$ cat src/pkg/pmic_regs_pkg.sv
`default_nettype none
//==========================================================
// Shared constants and types
//==========================================================
package pmic_regs_pkg;

	// Bus widths
	localparam int ADDR_W = 12;
	localparam int DATA_W = 32;

	// Register indices as printed; byte address is four times the index
	localparam logic [7:0] IDX_STANDBY  = 8'hEA;
	localparam logic [7:0] IDX_CRIT     = 8'hEB;
	localparam logic [7:0] IDX_HOT      = 8'hEC;
	localparam logic [7:0] IDX_OVERRIDE = 8'hEE;

	// Byte addresses on the bus
	localparam logic [11:0] ADDR_STANDBY    = {2'h0, IDX_STANDBY, 2'h0};
	localparam logic [11:0] ADDR_CRIT       = {2'h0, IDX_CRIT, 2'h0};
	localparam logic [11:0] ADDR_HOT        = {2'h0, IDX_HOT, 2'h0};
	localparam logic [11:0] ADDR_OVERRIDE   = {2'h0, IDX_OVERRIDE, 2'h0};
	localparam logic [11:0] ADDR_IRQ_STATUS = 12'h400;
	localparam logic [11:0] ADDR_IRQ_MASK   = 12'h404;

	// Standby control layout
	localparam logic [7:0] STANDBY_RESET   = 8'hFE;
	localparam logic [4:0] STANDBY_RSVD    = 5'h1F;
	localparam int         SB_CUR_SRC_BIT  = 2;
	localparam int         SB_COMP_BIT     = 1;
	localparam int         SB_IGN_PG_BIT   = 0;

	// Temperature flag layout: bit 5 linear regulator, bit 0 regulator one
	localparam int         FLAG_W     = 6;
	localparam logic [5:0] FLAG_RESET = 6'h00;

	// Pin override layout: one bit per rail
	localparam int         NUM_RAILS = 8;
	localparam logic [7:0] OVR_RESET = 8'h00;

	// Interrupt layout: [5:0] critical events, [11:6] hot events
	localparam int          IRQ_W     = 12;
	localparam logic [11:0] IRQ_RESET = 12'h000;

	// Bus responses
	localparam logic [1:0] RESP_OKAY   = 2'h0;
	localparam logic [1:0] RESP_DECERR = 2'h3;

	// Thermal conditions from the regulators
	typedef struct packed {
		logic [5:0] hot;
		logic [5:0] crit;
	} thermal_t;

endpackage : pmic_regs_pkg
`default_nettype wire

$ cat src/verilog/temp_flag_bank.sv
`timescale 1ns/1ns
`default_nettype none
//==========================================================
// Sticky write-one-to-clear flag bank
//==========================================================
module temp_flag_bank
	import pmic_regs_pkg::*;
#(
	parameter int W = 6
)
(
	// Clock and reset
	input  wire logic         clk,
	input  wire logic         rst_b,
	// Condition levels and clear strobes
	input  wire logic [W-1:0] cond,
	input  wire logic [W-1:0] clr,
	// Flag state and new-assertion events
	output logic      [W-1:0] flags,
	output logic      [W-1:0] rise
);

	// Next flag value: a live condition wins over a clear
	logic [W-1:0] next_flags;

	assign next_flags = (flags & ~clr) | cond;
	// Event only when a clear flag is newly set
	assign rise = cond & ~flags;

	//==========================================================
	// Flag register
	//==========================================================
	always_ff @(posedge clk)
	begin
		if (!rst_b)
			flags <= '0;
		else
			flags <= next_flags;
	end
endmodule : temp_flag_bank
`default_nettype wire

$ cat src/verilog/pmic_standby_thermal_override_regs.sv
`timescale 1ns/1ns
`default_nettype none
//==========================================================
//==========================================================
module pmic_standby_thermal_override_regs
	import pmic_regs_pkg::*;
(
	// Clock and reset
	input  wire logic                 clk,
	input  wire logic                 rst_b,
	// AXI4-Lite write address
	input  wire logic                 awvalid,
	output logic                      awready,
	input  wire logic [ADDR_W-1:0]    awaddr,
	// AXI4-Lite write data
	input  wire logic                 wvalid,
	output logic                      wready,
	input  wire logic [DATA_W-1:0]    wdata,
	input  wire logic [3:0]           wstrb,
	// AXI4-Lite write response
	output logic                      bvalid,
	input  wire logic                 bready,
	output logic      [1:0]           bresp,
	// AXI4-Lite read address
	input  wire logic                 arvalid,
	output logic                      arready,
	input  wire logic [ADDR_W-1:0]    araddr,
	// AXI4-Lite read data
	output logic                      rvalid,
	input  wire logic                 rready,
	output logic      [DATA_W-1:0]    rdata,
	output logic      [1:0]           rresp,
	// Regulator thermal conditions
	input  wire thermal_t             temp_cond,
	// Rail enable control
	input  wire logic [NUM_RAILS-1:0] rail_enable_pin,
	input  wire logic [NUM_RAILS-1:0] rail_enable_pin_mask,
	input  wire logic [NUM_RAILS-1:0] rail_reg_enable,
	output logic      [NUM_RAILS-1:0] rail_enable,
	// Standby qualification
	input  wire logic                 sleep_s0_n,
	input  wire logic                 delayed_all_system_power_good,
	output logic                      quick_standby_n,
	// Compensation controls
	output logic                      comp_current_source_enable,
	output logic                      compensation_enable,
	// Interrupt
	output logic                      irq
);

	//==========================================================
	// Storage
	//==========================================================
	logic [2:0]           standby;        // Writable standby bits
	logic [NUM_RAILS-1:0] override;       // Rail force-on bits
	logic [IRQ_W-1:0]     irq_status;     // Sticky events
	logic [IRQ_W-1:0]     irq_mask;       // Event enables
	logic [FLAG_W-1:0]    crit_flags;     // Critical flags
	logic [FLAG_W-1:0]    hot_flags;      // Hot flags
	logic [FLAG_W-1:0]    crit_rise;      // New critical events
	logic [FLAG_W-1:0]    hot_rise;       // New hot events

	// Write channel holding registers and last read address
	logic                 aw_full;        // Address captured
	logic [ADDR_W-1:0]    aw_addr_q;      // Captured address
	logic                 w_full;         // Data captured
	logic [DATA_W-1:0]    w_data_q;       // Captured data
	logic [3:0]           w_strb_q;       // Captured strobes
	logic [ADDR_W-1:0]    rd_addr_q;      // Address of last read

	//==========================================================
	// Handshakes and decode
	//==========================================================
	logic wr_do;          // Both halves present, response free
	logic rd_fire;        // Read address taken
	logic wr_sel_sb;
	logic wr_sel_crit;
	logic wr_sel_hot;
	logic wr_sel_ovr;
	logic wr_sel_isr;
	logic wr_sel_imr;
	logic wr_hit;
	logic rd_hit;
	logic rd_clear_isr;   // Read of status clears it
	logic [DATA_W-1:0] rd_word;
	logic [FLAG_W-1:0] crit_clr;
	logic [FLAG_W-1:0] hot_clr;
	logic [IRQ_W-1:0]  events;
	logic [IRQ_W-1:0]  next_irq_status;
	logic [IRQ_W-1:0]  next_irq_mask;
	logic [NUM_RAILS-1:0] next_rail_enable;
	logic              next_quick_standby_n;

	// Each channel accepts one item until it is consumed
	assign awready = !aw_full;
	assign wready  = !w_full;
	assign arready = !rvalid;
	// Write waits until any earlier response has gone
	assign wr_do   = aw_full && w_full && !bvalid;
	assign rd_fire = arvalid && arready;

	// Write address decode
	assign wr_sel_sb   = (aw_addr_q == ADDR_STANDBY);
	assign wr_sel_crit = (aw_addr_q == ADDR_CRIT);
	assign wr_sel_hot  = (aw_addr_q == ADDR_HOT);
	assign wr_sel_ovr  = (aw_addr_q == ADDR_OVERRIDE);
	assign wr_sel_isr  = (aw_addr_q == ADDR_IRQ_STATUS);
	assign wr_sel_imr  = (aw_addr_q == ADDR_IRQ_MASK);
	assign wr_hit = wr_sel_sb || wr_sel_crit || wr_sel_hot
		|| wr_sel_ovr || wr_sel_isr || wr_sel_imr;

	// Read mux; unmapped words read zero with an error answer
	assign rd_word =
		(araddr == ADDR_STANDBY)    ? {24'h0, STANDBY_RSVD, standby} :
		(araddr == ADDR_CRIT)       ? {26'h0, crit_flags} :
		(araddr == ADDR_HOT)        ? {26'h0, hot_flags} :
		(araddr == ADDR_OVERRIDE)   ? {24'h0, override} :
		(araddr == ADDR_IRQ_STATUS) ? {20'h0, irq_status} :
		(araddr == ADDR_IRQ_MASK)   ? {20'h0, irq_mask} : 32'h0;
	assign rd_hit = (araddr == ADDR_STANDBY) || (araddr == ADDR_CRIT)
		|| (araddr == ADDR_HOT) || (araddr == ADDR_OVERRIDE)
		|| (araddr == ADDR_IRQ_STATUS) || (araddr == ADDR_IRQ_MASK);
	assign rd_clear_isr = rd_fire && (araddr == ADDR_IRQ_STATUS);

	// Write-one clears; zero bits and bits 7:6 never reach the flags
	assign crit_clr = (wr_do && wr_sel_crit && w_strb_q[0]) ? w_data_q[5:0] : '0;
	assign hot_clr  = (wr_do && wr_sel_hot && w_strb_q[0]) ? w_data_q[5:0] : '0;

	// Events set status; a clear by read loses to a fresh event
	assign events = {hot_rise, crit_rise};
	assign next_irq_status = (rd_clear_isr ? '0 : irq_status) | events;
	assign next_irq_mask = {
		(wr_do && wr_sel_imr && w_strb_q[1]) ? w_data_q[11:8] : irq_mask[11:8],
		(wr_do && wr_sel_imr && w_strb_q[0]) ? w_data_q[7:0] : irq_mask[7:0]};
	assign irq = |(irq_status & irq_mask);

	// Mask high hands the rail to register control elsewhere
	assign next_rail_enable = (rail_enable_pin_mask & rail_reg_enable)
		| (~rail_enable_pin_mask & override)
		| (~rail_enable_pin_mask & ~override & rail_enable_pin);

	// Standby detect: low sleep, qualified by delayed good unless ignored
	assign next_quick_standby_n = sleep_s0_n ||
		!(standby[SB_IGN_PG_BIT] || delayed_all_system_power_good);

	assign comp_current_source_enable = standby[SB_CUR_SRC_BIT];
	assign compensation_enable        = standby[SB_COMP_BIT];

	//==========================================================
	// Flag banks
	//==========================================================
	temp_flag_bank #(
		.W     (FLAG_W)
	) u_crit (
		.clk   (clk),
		.rst_b (rst_b),
		.cond  (temp_cond.crit),
		.clr   (crit_clr),
		.flags (crit_flags),
		.rise  (crit_rise)
	);

	temp_flag_bank #(
		.W     (FLAG_W)
	) u_hot (
		.clk   (clk),
		.rst_b (rst_b),
		.cond  (temp_cond.hot),
		.clr   (hot_clr),
		.flags (hot_flags),
		.rise  (hot_rise)
	);

	//==========================================================
	// Write address and data capture
	//==========================================================
	always_ff @(posedge clk)
	begin
		if (!rst_b)
		begin
			aw_full   <= 1'b0;
			aw_addr_q <= '0;
			w_full    <= 1'b0;
			w_data_q  <= '0;
			w_strb_q  <= '0;
		end
		else
		begin
			// Halves may arrive in either order
			if (awvalid && awready)
			begin
				aw_full   <= 1'b1;
				aw_addr_q <= awaddr;
			end
			else if (wr_do)
				aw_full <= 1'b0;
			if (wvalid && wready)
			begin
				w_full   <= 1'b1;
				w_data_q <= wdata;
				w_strb_q <= wstrb;
			end
			else if (wr_do)
				w_full <= 1'b0;
		end
	end

	//==========================================================
	// Write response
	//==========================================================
	always_ff @(posedge clk)
	begin
		if (!rst_b)
		begin
			bvalid <= 1'b0;
			bresp  <= RESP_OKAY;
		end
		else if (wr_do)
		begin
			bvalid <= 1'b1;
			bresp  <= wr_hit ? RESP_OKAY : RESP_DECERR;
		end
		else if (bready)
			bvalid <= 1'b0;
	end

	//==========================================================
	// Read answer
	//==========================================================
	always_ff @(posedge clk)
	begin
		if (!rst_b)
		begin
			rvalid    <= 1'b0;
			rdata     <= '0;
			rresp     <= RESP_OKAY;
			rd_addr_q <= '0;
		end
		else if (rd_fire)
		begin
			rvalid    <= 1'b1;
			rdata     <= rd_word;
			rresp     <= rd_hit ? RESP_OKAY : RESP_DECERR;
			rd_addr_q <= araddr;
		end
		else if (rready)
			rvalid <= 1'b0;
	end

	//==========================================================
	// Control registers
	//==========================================================
	always_ff @(posedge clk)
	begin
		if (!rst_b)
		begin
			standby  <= STANDBY_RESET[2:0];
			override <= OVR_RESET;
		end
		else if (wr_do && w_strb_q[0])
		begin
			// Bits 7:3 of standby are not stored, so writes cannot touch them
			if (wr_sel_sb)
				standby <= w_data_q[2:0];
			else if (wr_sel_ovr)
				override <= w_data_q[7:0];
		end
	end

	//==========================================================
	// Interrupt registers
	//==========================================================
	always_ff @(posedge clk)
	begin
		if (!rst_b)
		begin
			irq_status <= IRQ_RESET;
			irq_mask   <= IRQ_RESET;
		end
		else
		begin
			irq_status <= next_irq_status;
			irq_mask   <= next_irq_mask;
		end
	end

	//==========================================================
	// Registered outputs to the power stage
	//==========================================================
	// One cycle of latency keeps pin glitches off the rails
	always_ff @(posedge clk)
	begin
		if (!rst_b)
		begin
			rail_enable     <= '0;
			quick_standby_n <= 1'b1;
		end
		else
		begin
			rail_enable     <= next_rail_enable;
			quick_standby_n <= next_quick_standby_n;
		end
	end
endmodule : pmic_standby_thermal_override_regs
`default_nettype wire

$ cat config.mk
export PLATFORM = sky130hd
export DESIGN_NAME = pmic_standby_thermal_override_regs
export DESIGN_NICKNAME = d
export VERILOG_FILES = /design/src/pkg/pmic_regs_pkg.sv /design/src/verilog/temp_flag_bank.sv /design/src/verilog/pmic_standby_thermal_override_regs.sv
export SDC_FILE = /design/constraint.sdc
export NUM_CORES = 1
export LEC_CHECK = 0
export BUFFER_PORTS_ARGS = -buffer_cell sky130_fd_sc_hd__buf_2
export CORE_MARGIN = 8
export CORE_UTILIZATION = 30
export DETAILED_ROUTE_END_ITERATION = 7
export GPL_TIMING_DRIVEN = 1
export PLACE_DENSITY_LB_ADDON = 0.25
export SYNTH_ARGS = -nofsm -noshare
export SYNTH_HDL_FRONTEND = slang
export SYNTH_SLANG_ARGS = --single-unit
$ cat constraint.sdc
create_clock -name clk -period 3.9 [get_ports clk]
set_clock_uncertainty 0.05 [all_clocks]
set_input_delay 1.17 -clock clk [delete_from_list [all_inputs] [get_ports clk]]
set_output_delay 1.17 -clock clk [all_outputs]
set_load 0.03 [all_outputs]
==> results.py, run 1 <==
metrics = {
    "run_status": {
        "status": "finished, final reports clean",
    },
    "cts": {
        "clockBufferDepth": 2,
        "cts_tree": "done",
        "cts-root-buf": "clkbuf_16",
        "htree_levels": 3,
        "insertion_delay_ns": 0.35,
        "post-cts-setup-buffers": 0,
        "cts_buffers": 9,
        "cts_resized": 0,
        "clk_pin_slew_ns": 0.07,
        "cts_sinks": 100,
        "cts_hold_repair.buffers": 0,
    },
    "critical_path": {
        "timing.rr.start": "aw_addr_q[0]",
        "crit_fanout": 3,
        "crit_path_end_kind": "primary output",
        "worstSetupPathType": "register to primary output",
        "worstPathArrival_ns": 1.58,
        "crit_required_ns": 2.68,
        "crit_path_start": "irq_status[9]",
        "start_kind": "register",
    },
    "synth": {
        "synth-xor-area-share_pct": 0,
        "ys.flop_type": "dfxtp_1",
        "synth_edf_count": 0,
        "yosysWarnings": 0,
        "synth_area_per_cell_um2": 8.34,
        "yosys_register_bits": 100,
        "yosysUniqueCellTypes": 51,
        "synth_cells": 551,
        "synth.cell_area_um2": 4600,
        "synth-async-reset-ratio_pct": 0,
        "synthAdderAreaFrac_pct": 0,
        "synth-seq-area-share_pct": 43.6,
        "synth_compound_area_share_pct": 19.3,
        "synth_mux_area_share_pct": 6.97,
        "synth-simple-area-share_pct": 22.3,
        "synth_top_family_by_area": "simple AND/OR/NAND/NOR gates",
    },
    "sta": {
        "fin_crit_ns": 2.80,
        "tns_ns": 0,
        "relSlewSlack_pct": 39.8,
        "max_freq_mhz": 357,
        "tightest_slew_ns": 0.901,
        "period_share_pct": 71.7,
        "slew_violations": 0,
        "setup_viol_count_final": 0,
        "rsz0062_at_grt": "false",
        "finalHoldViolations": 0,
        "setup_ws_ns": 1.10,
    },
    "finish": {
        "area_delta_synth_final_pct": 21.2,
        "antenna_cells": 0,
        "finalNonFillerCells": 844,
        "nets": 756,
        "multi_input_area_um2": 2310,
        "regArea_um2": 2000,
        "nFillCells": 1593,
        "drive_above_1_share_pct": 25.9,
    },
    "grt": {
        "grt_start_max_net_pins": 28,
        "grt_use_total_pct": 14.4,
        "grt_pass1_wl_um": 22500,
        "grt_pass1_vias": 4202,
        "antenna_found_initial": 1,
        "gr-total-overflow": 0,
    },
    "die": {
        "ios": 158,
        "dieArea_um2": 19500,
        "die_w_um": 140,
        "start_util_pct": 30.5,
        "die_y_um": 140,
        "core_region_area_um2": 15100,
        "row_count": 45,
    },
    "pwr": {
        "power_leakage_nw": 2.35,
        "power_density_nw_per_um2": 430,
        "p_int_mw": 1.79,
        "power_frac_seq_pct": 46.5,
        "p_comb_share_pct": 11.9,
        "p_sw_mw": 0.607,
        "power_frac_clock_pct": 41.5,
        "netSwitchingFraction_pct": 25.4,
        "vdd_drop_max_uv": 206,
    },
    "drt": {
        "viasPerCell": 4.99,
        "drcViolationCount": 0,
        "num_vias": 4213,
        "dr.first_iter.drc_count": 266,
        "wire_per_inst_um": 16.6,
        "wl_um": 14000,
        "ant_nets": 0,
        "dr.pass1.iters": 4,
    },
    "place": {
        "routabilityCongestion": 0.829,
        "port_buffers": 115,
        "dp_hpwl_um": 10800,
        "dp_cells": 828,
        "pre_cts_slack_ns": 0.740,
    },
    "flow_run": {
        "cap_violations": 0,
    },
    "worst_hold_path": {
        "hp-class": "register to register",
        "hp-start": "rdata[11]",
    },
}
-- path summary, 6_finish.rpt --
path / slack (ns) / endpoint / cells after the start
setup / recovery: 1.10 / irq / 4
hold / removal: 0.41 / rdata[11] / 2
setup reg to reg: 1.67 / u_hot.flags[1] / 4
hold reg to reg: 0.41 / rdata[11] / 2
-- state kept, by name, indices dropped and copies added, names as in the netlist, 2 cells and up --
name,cells
aw_addr_q,12
irq_mask,12
irq_status,12
override,8
rail_enable,8
rdata,12
standby,3
u_crit.flags,6
u_hot.flags,6
w_data_q,12
w_strb_q,2
-- worst max-delay path, cell delays in order (launching register included) --
cell	delay, ns
dfxtp_1	0.34
a22o_1	0.23
a221oi_1	0.28
nand3_1	0.17
buf_2	0.21
-- cell families (layout without fill, tap and decap cells) --
logic type,Yosys count,after routing
simple gates,212,212
buf+inv,70,156
other cells,1,20
mux,30,30
flops,100,100
compound gates,138,138
-- layer usage --
layer	part of all wire (%)	global-route usage (%)
met4	1.1	4.00
met5	0.10	0
met1	46	17.9
met3	6.4	4.96
met2	47	23.0
-- power by group through the flow --
| stage | logic, mW | clock network (mW) | registers, mW |
|---|---|---|---|
| finish | 0.285 | 0.995 | 1.12 |
| detailed placement | 0.286 | 0 | 1.14 |
| global route | 0.316 | 1.06 | 1.12 |
| global placement | 0.281 | 0 | 1.14 |
| CTS | 0.286 | 1.02 | 1.11 |
| floorplan | 0.189 | 0 | 1.14 |
-- layout make-up --
type / instances / area share [%]
timing repair buffer: 120 / 11.0
clock inverter: 4 / 1.26
sequential: 100 / 35.9
inverter: 20 / 1.35
tap: 188 / 4.22
clock buffer: 12 / 4.78
multi-input combinational: 400 / 41.4
-- stage by stage --
stage / utilization, % / hold WS, ns / cell area, µm² / power, mW
final: 36.9 / 0.405 / 5570 / 2.40
after global routing: 36.9 / 0.424 / 5570 / 2.50
after detailed placement: 34.7 / 0.398 / 5230 / 1.42
after CTS: 36.9 / 0.407 / 5570 / 2.43
after global placement: 34.7 / 0.395 / 5230 / 1.42
after floorplan: - / 0.382 / 4670 / 1.33
-- cell usage after synthesis (10+ instances only) --
library cell | n | area (µm²)
a21oi_1 | 59 | 295
a2bb2oi_2 | 10 | 150
a31oi_1 | 13 | 81.3
buf_4 | 22 | 165
clkbuf_1 | 23 | 86.3
dfxtp_1 | 100 | 2000
inv_1 | 19 | 71.3
mux2_2 | 16 | 180
mux2i_1 | 14 | 140
nand2_1 | 89 | 334
nand3_1 | 22 | 110
nor2_1 | 45 | 169
nor3_1 | 10 | 50.1
o21ai_0 | 28 | 140
-- layout by cell type, fill, tap and decap left out, types with 4 or more instances in the layout --
cell type	instances
nand2_1	89
inv_1	19
a221oi_1	8
conb_1	20
nand3_1	22
a2bb2oi_2	10
buf_4	5
mux2i_1	14
nor3_1	10
buf_2	115
clkbuf_16	9
dfxtp_1	100
and3_1	4
o21ai_0	28
nor2_1	45
nor4_1	5
or3_1	4
mux2_2	16
a31oi_1	13
a21oi_1	59
Power figures use the tool's default switching activity.
==> run 2: changes to the inputs <==
==> constraint.sdc (replaced) <==
create_clock -name clk -period 2.45 [get_ports clk]
set_clock_uncertainty 0.05 [all_clocks]
set_input_delay 0.735 -clock clk [delete_from_list [all_inputs] [get_ports clk]]
set_output_delay 0.735 -clock clk [all_outputs]
set_load 0.03 [all_outputs]
==> results.py, run 2 (synthesis gave the netlist of run 1 again) <==
metrics = {
    "run_status": {
        "status": "finished, final reports clean",
    },
    "sta": {
        "fin_crit_ns": 2.36,
        "period_share_pct": 96.3,
        "tightest_slew_ns": 0.692,
        "relSlewSlack_pct": 53.8,
        "rsz0062_at_grt": "false",
        "slew_violations": 0,
        "finalHoldWorstSlack_ns": 0.402,
        "setup_viol_count_final": 0,
        "max_freq_mhz": 424,
        "finalHoldViolations": 0,
    },
    "die": {
        "die_w_um": 140,
        "dieArea_um2": 19500,
        "ios": 158,
        "die_y_um": 140,
        "row_count": 45,
        "core_region_area_um2": 15100,
        "start_util_pct": 30.5,
    },
    "drt": {
        "drcViolationCount": 0,
        "num_vias": 4306,
        "dr.first_iter.drc_count": 260,
        "viasPerCell": 5.00,
        "wire_per_inst_um": 16.5,
        "ant_nets": 0,
        "wl_um": 14200,
        "dr.pass1.iters": 4,
    },
    "critical_path": {
        "crit_required_ns": 1.66,
        "crit_fanout": 3,
        "rrSetupSlack_ns": 0.41,
        "path_cells": "a22o_1 > a221oi_1 > nand3_1 > buf_2",
        "r2r_end": "u_crit.flags[0]",
        "slowest_stage": "dfxtp_1",
        "crit_path_end_kind": "primary output",
        "worstPathArrival_ns": 1.57,
        "rr_worst_depth": 4,
        "timing.rr.start": "aw_addr_q[11]",
        "critical_path.max_stage_delay_ns": 0.33,
        "worstSetupPathType": "register to primary output",
        "start_kind": "register",
    },
    "place": {
        "port_buffers": 115,
        "dp_hpwl_um": 10900,
        "routabilityCongestion": 0.847,
        "dp_cells": 845,
    },
    "finish": {
        "nets": 773,
        "final_cell_mix": "buf_2 (115), dfxtp_1 (100), nand2_1 (89)",
        "layout_commonest_cell": "buf_2",
        "finalNonFillerCells": 861,
        "drive_above_1_share_pct": 27.8,
        "area_delta_synth_final_pct": 24.5,
        "nFillCells": 1597,
        "antenna_cells": 0,
    },
    "cts": {
        "cts-root-buf": "clkbuf_16",
        "cts_tree": "done",
        "cts_resized": 0,
        "clockBufferDepth": 2,
        "post-cts-setup-buffers": 0,
        "htree_levels": 3,
        "cts_sinks": 100,
        "cts_hold_repair.buffers": 0,
        "cts_buffers": 9,
        "insertion_delay_ns": 0.35,
        "clk_pin_slew_ns": 0.07,
    },
    "worst_hold_path": {
        "hold_end": "rdata[8]",
        "whs_path_depth": 2,
        "hp-start": "rdata[8]",
        "hp-class": "register to register",
    },
    "pwr": {
        "vdd_drop_max_uv": 353,
        "power.total_mw": 3.94,
        "power_density_nw_per_um2": 688,
        "power_leakage_nw": 2.44,
    },
    "grt": {
        "grt_pass1_wl_um": 22700,
        "grt_pass1_vias": 4360,
        "gr-total-overflow": 0,
        "gr-usage-met2_pct": 23.8,
        "grt-busiest-layer": "met2",
        "grt_start_max_net_pins": 51,
        "antenna_found_initial": 0,
        "grtUsageMet1_pct": 17.4,
        "grt_use_total_pct": 14.4,
        "grtUsageMet3_pct": 5.44,
    },
    "flow_run": {
        "cap_violations": 0,
    },
}
==> run 2: worst max path at each step <==
stage / startpoint / slack [ns] / end / cells past startpoint
after floorplan: araddr[8] / 0.1 / irq_status[10] / 5
after global placement: araddr[8] / -0.05 / irq_status[3] / 5
after detailed placement: araddr[8] / -0.08 / irq_status[3] / 5
after CTS: irq_status[9] / 0.09 / irq / 4
after global routing: irq_status[9] / 0.04 / irq / 4
final: irq_status[6] / 0.09 / irq / 4
==> run 2: through the flow <==
stage | setup slack, ns | util (%) | instance area, µm² | setup TNS [ns]
floorplan | 0.0954 | - | 4670 | 0
global placement | -0.0494 | 35.5 | 5360 | -0.125
detailed placement | -0.0803 | 35.5 | 5360 | -0.347
CTS | 0.0932 | 37.9 | 5720 | 0
global route | 0.0398 | 37.9 | 5720 | 0
finish | 0.0901 | 37.9 | 5720 | 0
==> run 2: power by group <==
group,leakage (nW),internal (mW),switching [mW]
Combinational,1.45,0.182,0.289
Sequential,0.821,1.70,0.0722
Clock,0.176,1.06,0.637
Total,2.44,2.94,0.998
==> run 2: metal layers <==
layer	wire length (µm)	share of wire, %
met5	0	0
met4	146	1.0
met3	1090	7.7
met2	6640	47
met1	6350	45
==> run 2: layout make-up <==
cell class              instances  area, µm²  share of cell area (%)
clock buffers                  11        253                    4.42
clock inverters                 5        108                    1.88
inverters                      20       75.1                    1.31
multi-input cells             400       2310                    40.3
flip-flops and latches        100       2000                    35.0
well taps                     188        235                    4.11
repair buffers                137        741                    12.9
==> run 2: critical path, delay by kind of cell, from the launching register on <==
kind / cells / cell delay [ns]
AO/OA/AOI/OAI: 2 / 0.49
flip-flops: 1 / 0.33
AND/OR/NAND/NOR: 1 / 0.17
buffers and inverters: 1 / 0.22
==> run 3: changes to the inputs <==
--- a/config.mk
+++ b/config.mk
@@ -5,6 +5,7 @@
 export SDC_FILE = /design/constraint.sdc
 export NUM_CORES = 1
 export LEC_CHECK = 0
+export ABC_AREA = 1
 export BUFFER_PORTS_ARGS = -buffer_cell sky130_fd_sc_hd__buf_2
 export CORE_MARGIN = 8
 export CORE_UTILIZATION = 30
==> results.py, run 3 <==
metrics = {
    "run_status": {
        "status": "finished, final reports clean",
    },
    "drt": {
        "drcViolationCount": 0,
        "dr.first_iter.drc_count": 246,
        "ant_nets": 0,
        "wire_per_inst_um": 14.2,
        "num_vias": 4337,
        "wl_um": 13700,
        "viasPerCell": 4.50,
        "dr.pass1.iters": 5,
    },
    "place": {
        "routabilityCongestion": 0.842,
        "dp_hpwl_um": 10700,
        "port_buffers": 115,
    },
    "synth": {
        "synth_area_per_cell_um2": 7.41,
        "yosysUniqueCellTypes": 37,
        "synth_cells": 634,
        "synth-async-reset-ratio_pct": 0,
        "synth_edf_count": 0,
        "yosysMostFrequentCell": "dfxtp_1",
        "synth.cell_area_um2": 4700,
        "synth_area_leaders": "dfxtp_1 (43%), inv_1 (7.5%), nand2_1 (7.4%)",
        "yosysTopAreaCell": "dfxtp_1",
        "yosys_register_bits": 100,
        "ys.flop_type": "dfxtp_1",
        "synth.top_cell.area_share_pct": 42.6,
        "synth-seq-area-share_pct": 42.6,
        "yosys-top-cells-count": "dfxtp_1 (100), inv_1 (94), nand2_1 (93)",
        "yosysWarnings": 0,
    },
    "critical_path": {
        "crit_required_ns": 1.66,
        "worstPathArrival_ns": 1.56,
        "worstSetupPathType": "register to primary output",
        "rr_worst_depth": 6,
        "crit_fanout": 3,
        "rrSetupSlack_ns": 0.71,
        "start_kind": "register",
        "crit_path_end_kind": "primary output",
    },
    "cts": {
        "cts-root-buf": "clkbuf_16",
        "htree_levels": 3,
        "insertion_delay_ns": 0.35,
        "clockBufferDepth": 2,
        "post-cts-setup-buffers": 0,
        "cts_sinks": 100,
        "cts_tree": "done",
        "cts_buffers": 9,
        "clk_pin_slew_ns": 0.07,
    },
    "die": {
        "dieArea_um2": 19900,
        "die_y_um": 141,
        "die_w_um": 141,
        "start_util_pct": 30.8,
        "ios": 158,
        "row_count": 45,
        "core_region_area_um2": 15300,
    },
    "sta": {
        "tns_ns": 0,
        "rsz0062_at_grt": "false",
        "tightest_slew_ns": 0.517,
        "period_share_pct": 95.6,
        "finalHoldViolations": 0,
        "setup_viol_count_final": 0,
        "slew_violations": 0,
        "relSlewSlack_pct": 65.5,
        "max_freq_mhz": 427,
        "fin_crit_ns": 2.34,
    },
    "finish": {
        "area_delta_synth_final_pct": 21.4,
        "drive_above_1_share_pct": 23.0,
        "nets": 852,
        "layout_commonest_cell": "buf_2",
        "final_core_util_pct": 37.4,
        "final_cell_mix": "buf_2 (115), dfxtp_1 (100), inv_1 (94)",
        "antenna_cells": 0,
    },
    "pwr": {
        "vdd_drop_max_uv": 331,
        "power_leakage_nw": 2.60,
        "power_density_nw_per_um2": 627,
        "power.total_mw": 3.58,
    },
    "flow_run": {
        "cap_violations": 0,
    },
    "grt": {
        "grt_use_total_pct": 13.7,
        "antenna_found_initial": 1,
        "gr-total-overflow": 0,
        "grt_pass1_wl_um": 21600,
        "grt_start_max_net_pins": 50,
        "grt_pass1_vias": 4127,
    },
    "worst_hold_path": {
        "whs_path_depth": 2,
        "hp-class": "register to register",
    },
}
-- run 3: cell count changes after synthesis, moves of 7 or more --
| cell | before | now |
|---|---|---|
| mux2_2 | 16 | 0 |
| clkbuf_1 | 23 | 13 |
| a211oi_1 | 1 | 8 |
| a2bb2oi_2 | 10 | 0 |
| a21oi_1 | 59 | 69 |
| inv_1 | 19 | 94 |
| nand4_1 | 2 | 16 |
| a31oi_1 | 13 | 0 |
| mux2i_1 | 14 | 0 |
| o21ai_0 | 28 | 68 |
| o21a_1 | 2 | 12 |
-- run 3: timing repair --
action / CTS / global route
resized for setup: 1 / 0
endpoints found under the setup margin: 1 / 0
endpoints found under the hold margin: 0 / 0
hold buffers: 0 / 0
-- run 3: worst max-delay path, cell delays in order, from the launching register on --
cell      delay, ns
dfxtp_1        0.34
a22o_1         0.23
a221oi_1       0.29
nand3_1        0.13
buf_2          0.22
-- run 3: metal layers --
layer | vias to the layer above | wire length (µm) | share of wire (%) | global-route usage [%]
met5 | - | 16 | 0.12 | 0
met4 | 2 | 140 | 1.0 | 4.24
met3 | 12 | 968 | 7.1 | 3.92
met2 | 129 | 6020 | 44 | 21.1
met1 | 1917 | 6530 | 48 | 18.2
li1 | 2277 | - | - | -
-- run 3: layout make-up --
cell class	count	area, µm²
Timing Repair Buffer	123	648
Clock buffer	10	229
Multi-Input combinational cell	415	2150
Tap cell	211	264
Sequential cell	100	2000
Fill cell	1678	9550
Inverter	98	368
Clock inverter	6	41.3
-- run 3: through the flow --
step | worst slack (ns) | instances | cell area, µm² | hold slack (ns)
2_1_floorplan | 0.655 | 653 | 4770 | 0.380
3_3_place_gp | 0.270 | 947 | 5430 | 0.404
3_5_place_dp | 0.233 | 947 | 5430 | 0.409
4_1_cts | 0.101 | 963 | 5700 | 0.418
5_1_grt | 0.0460 | 963 | 5700 | 0.449
6_report | 0.108 | 963 | 5700 | 0.415
-- run 3: final timing paths --
| check | endpoint | start |
|---|---|---|
| max | irq | irq_status[0] |
| min | rdata[9] | rdata[9] |
| max reg2reg | irq_mask[9] | aw_addr_q[0] |
| min reg2reg | rdata[9] | rdata[9] |
-- run 3: cells by family (layout without fill, tap and decap cells) --
family,count (synthesis),in the layout,share of synthesized area [%]
other,1,20,0.0798
AOI/OAI and AO/OA,173,173,20.6
DFF,100,100,42.6
buffers and inverters,138,237,13.2
and+or+nand+nor,222,222,23.4
-- run 3: power by group --
| part | switching [mW] | internal (mW) | total, mW |
|---|---|---|---|
| clock | 0.631 | 0.687 | 1.32 |
| sequential | 0.0654 | 1.72 | 1.78 |
| combinational | 0.319 | 0.159 | 0.477 |
| total | 1.01 | 2.56 | 3.58 |
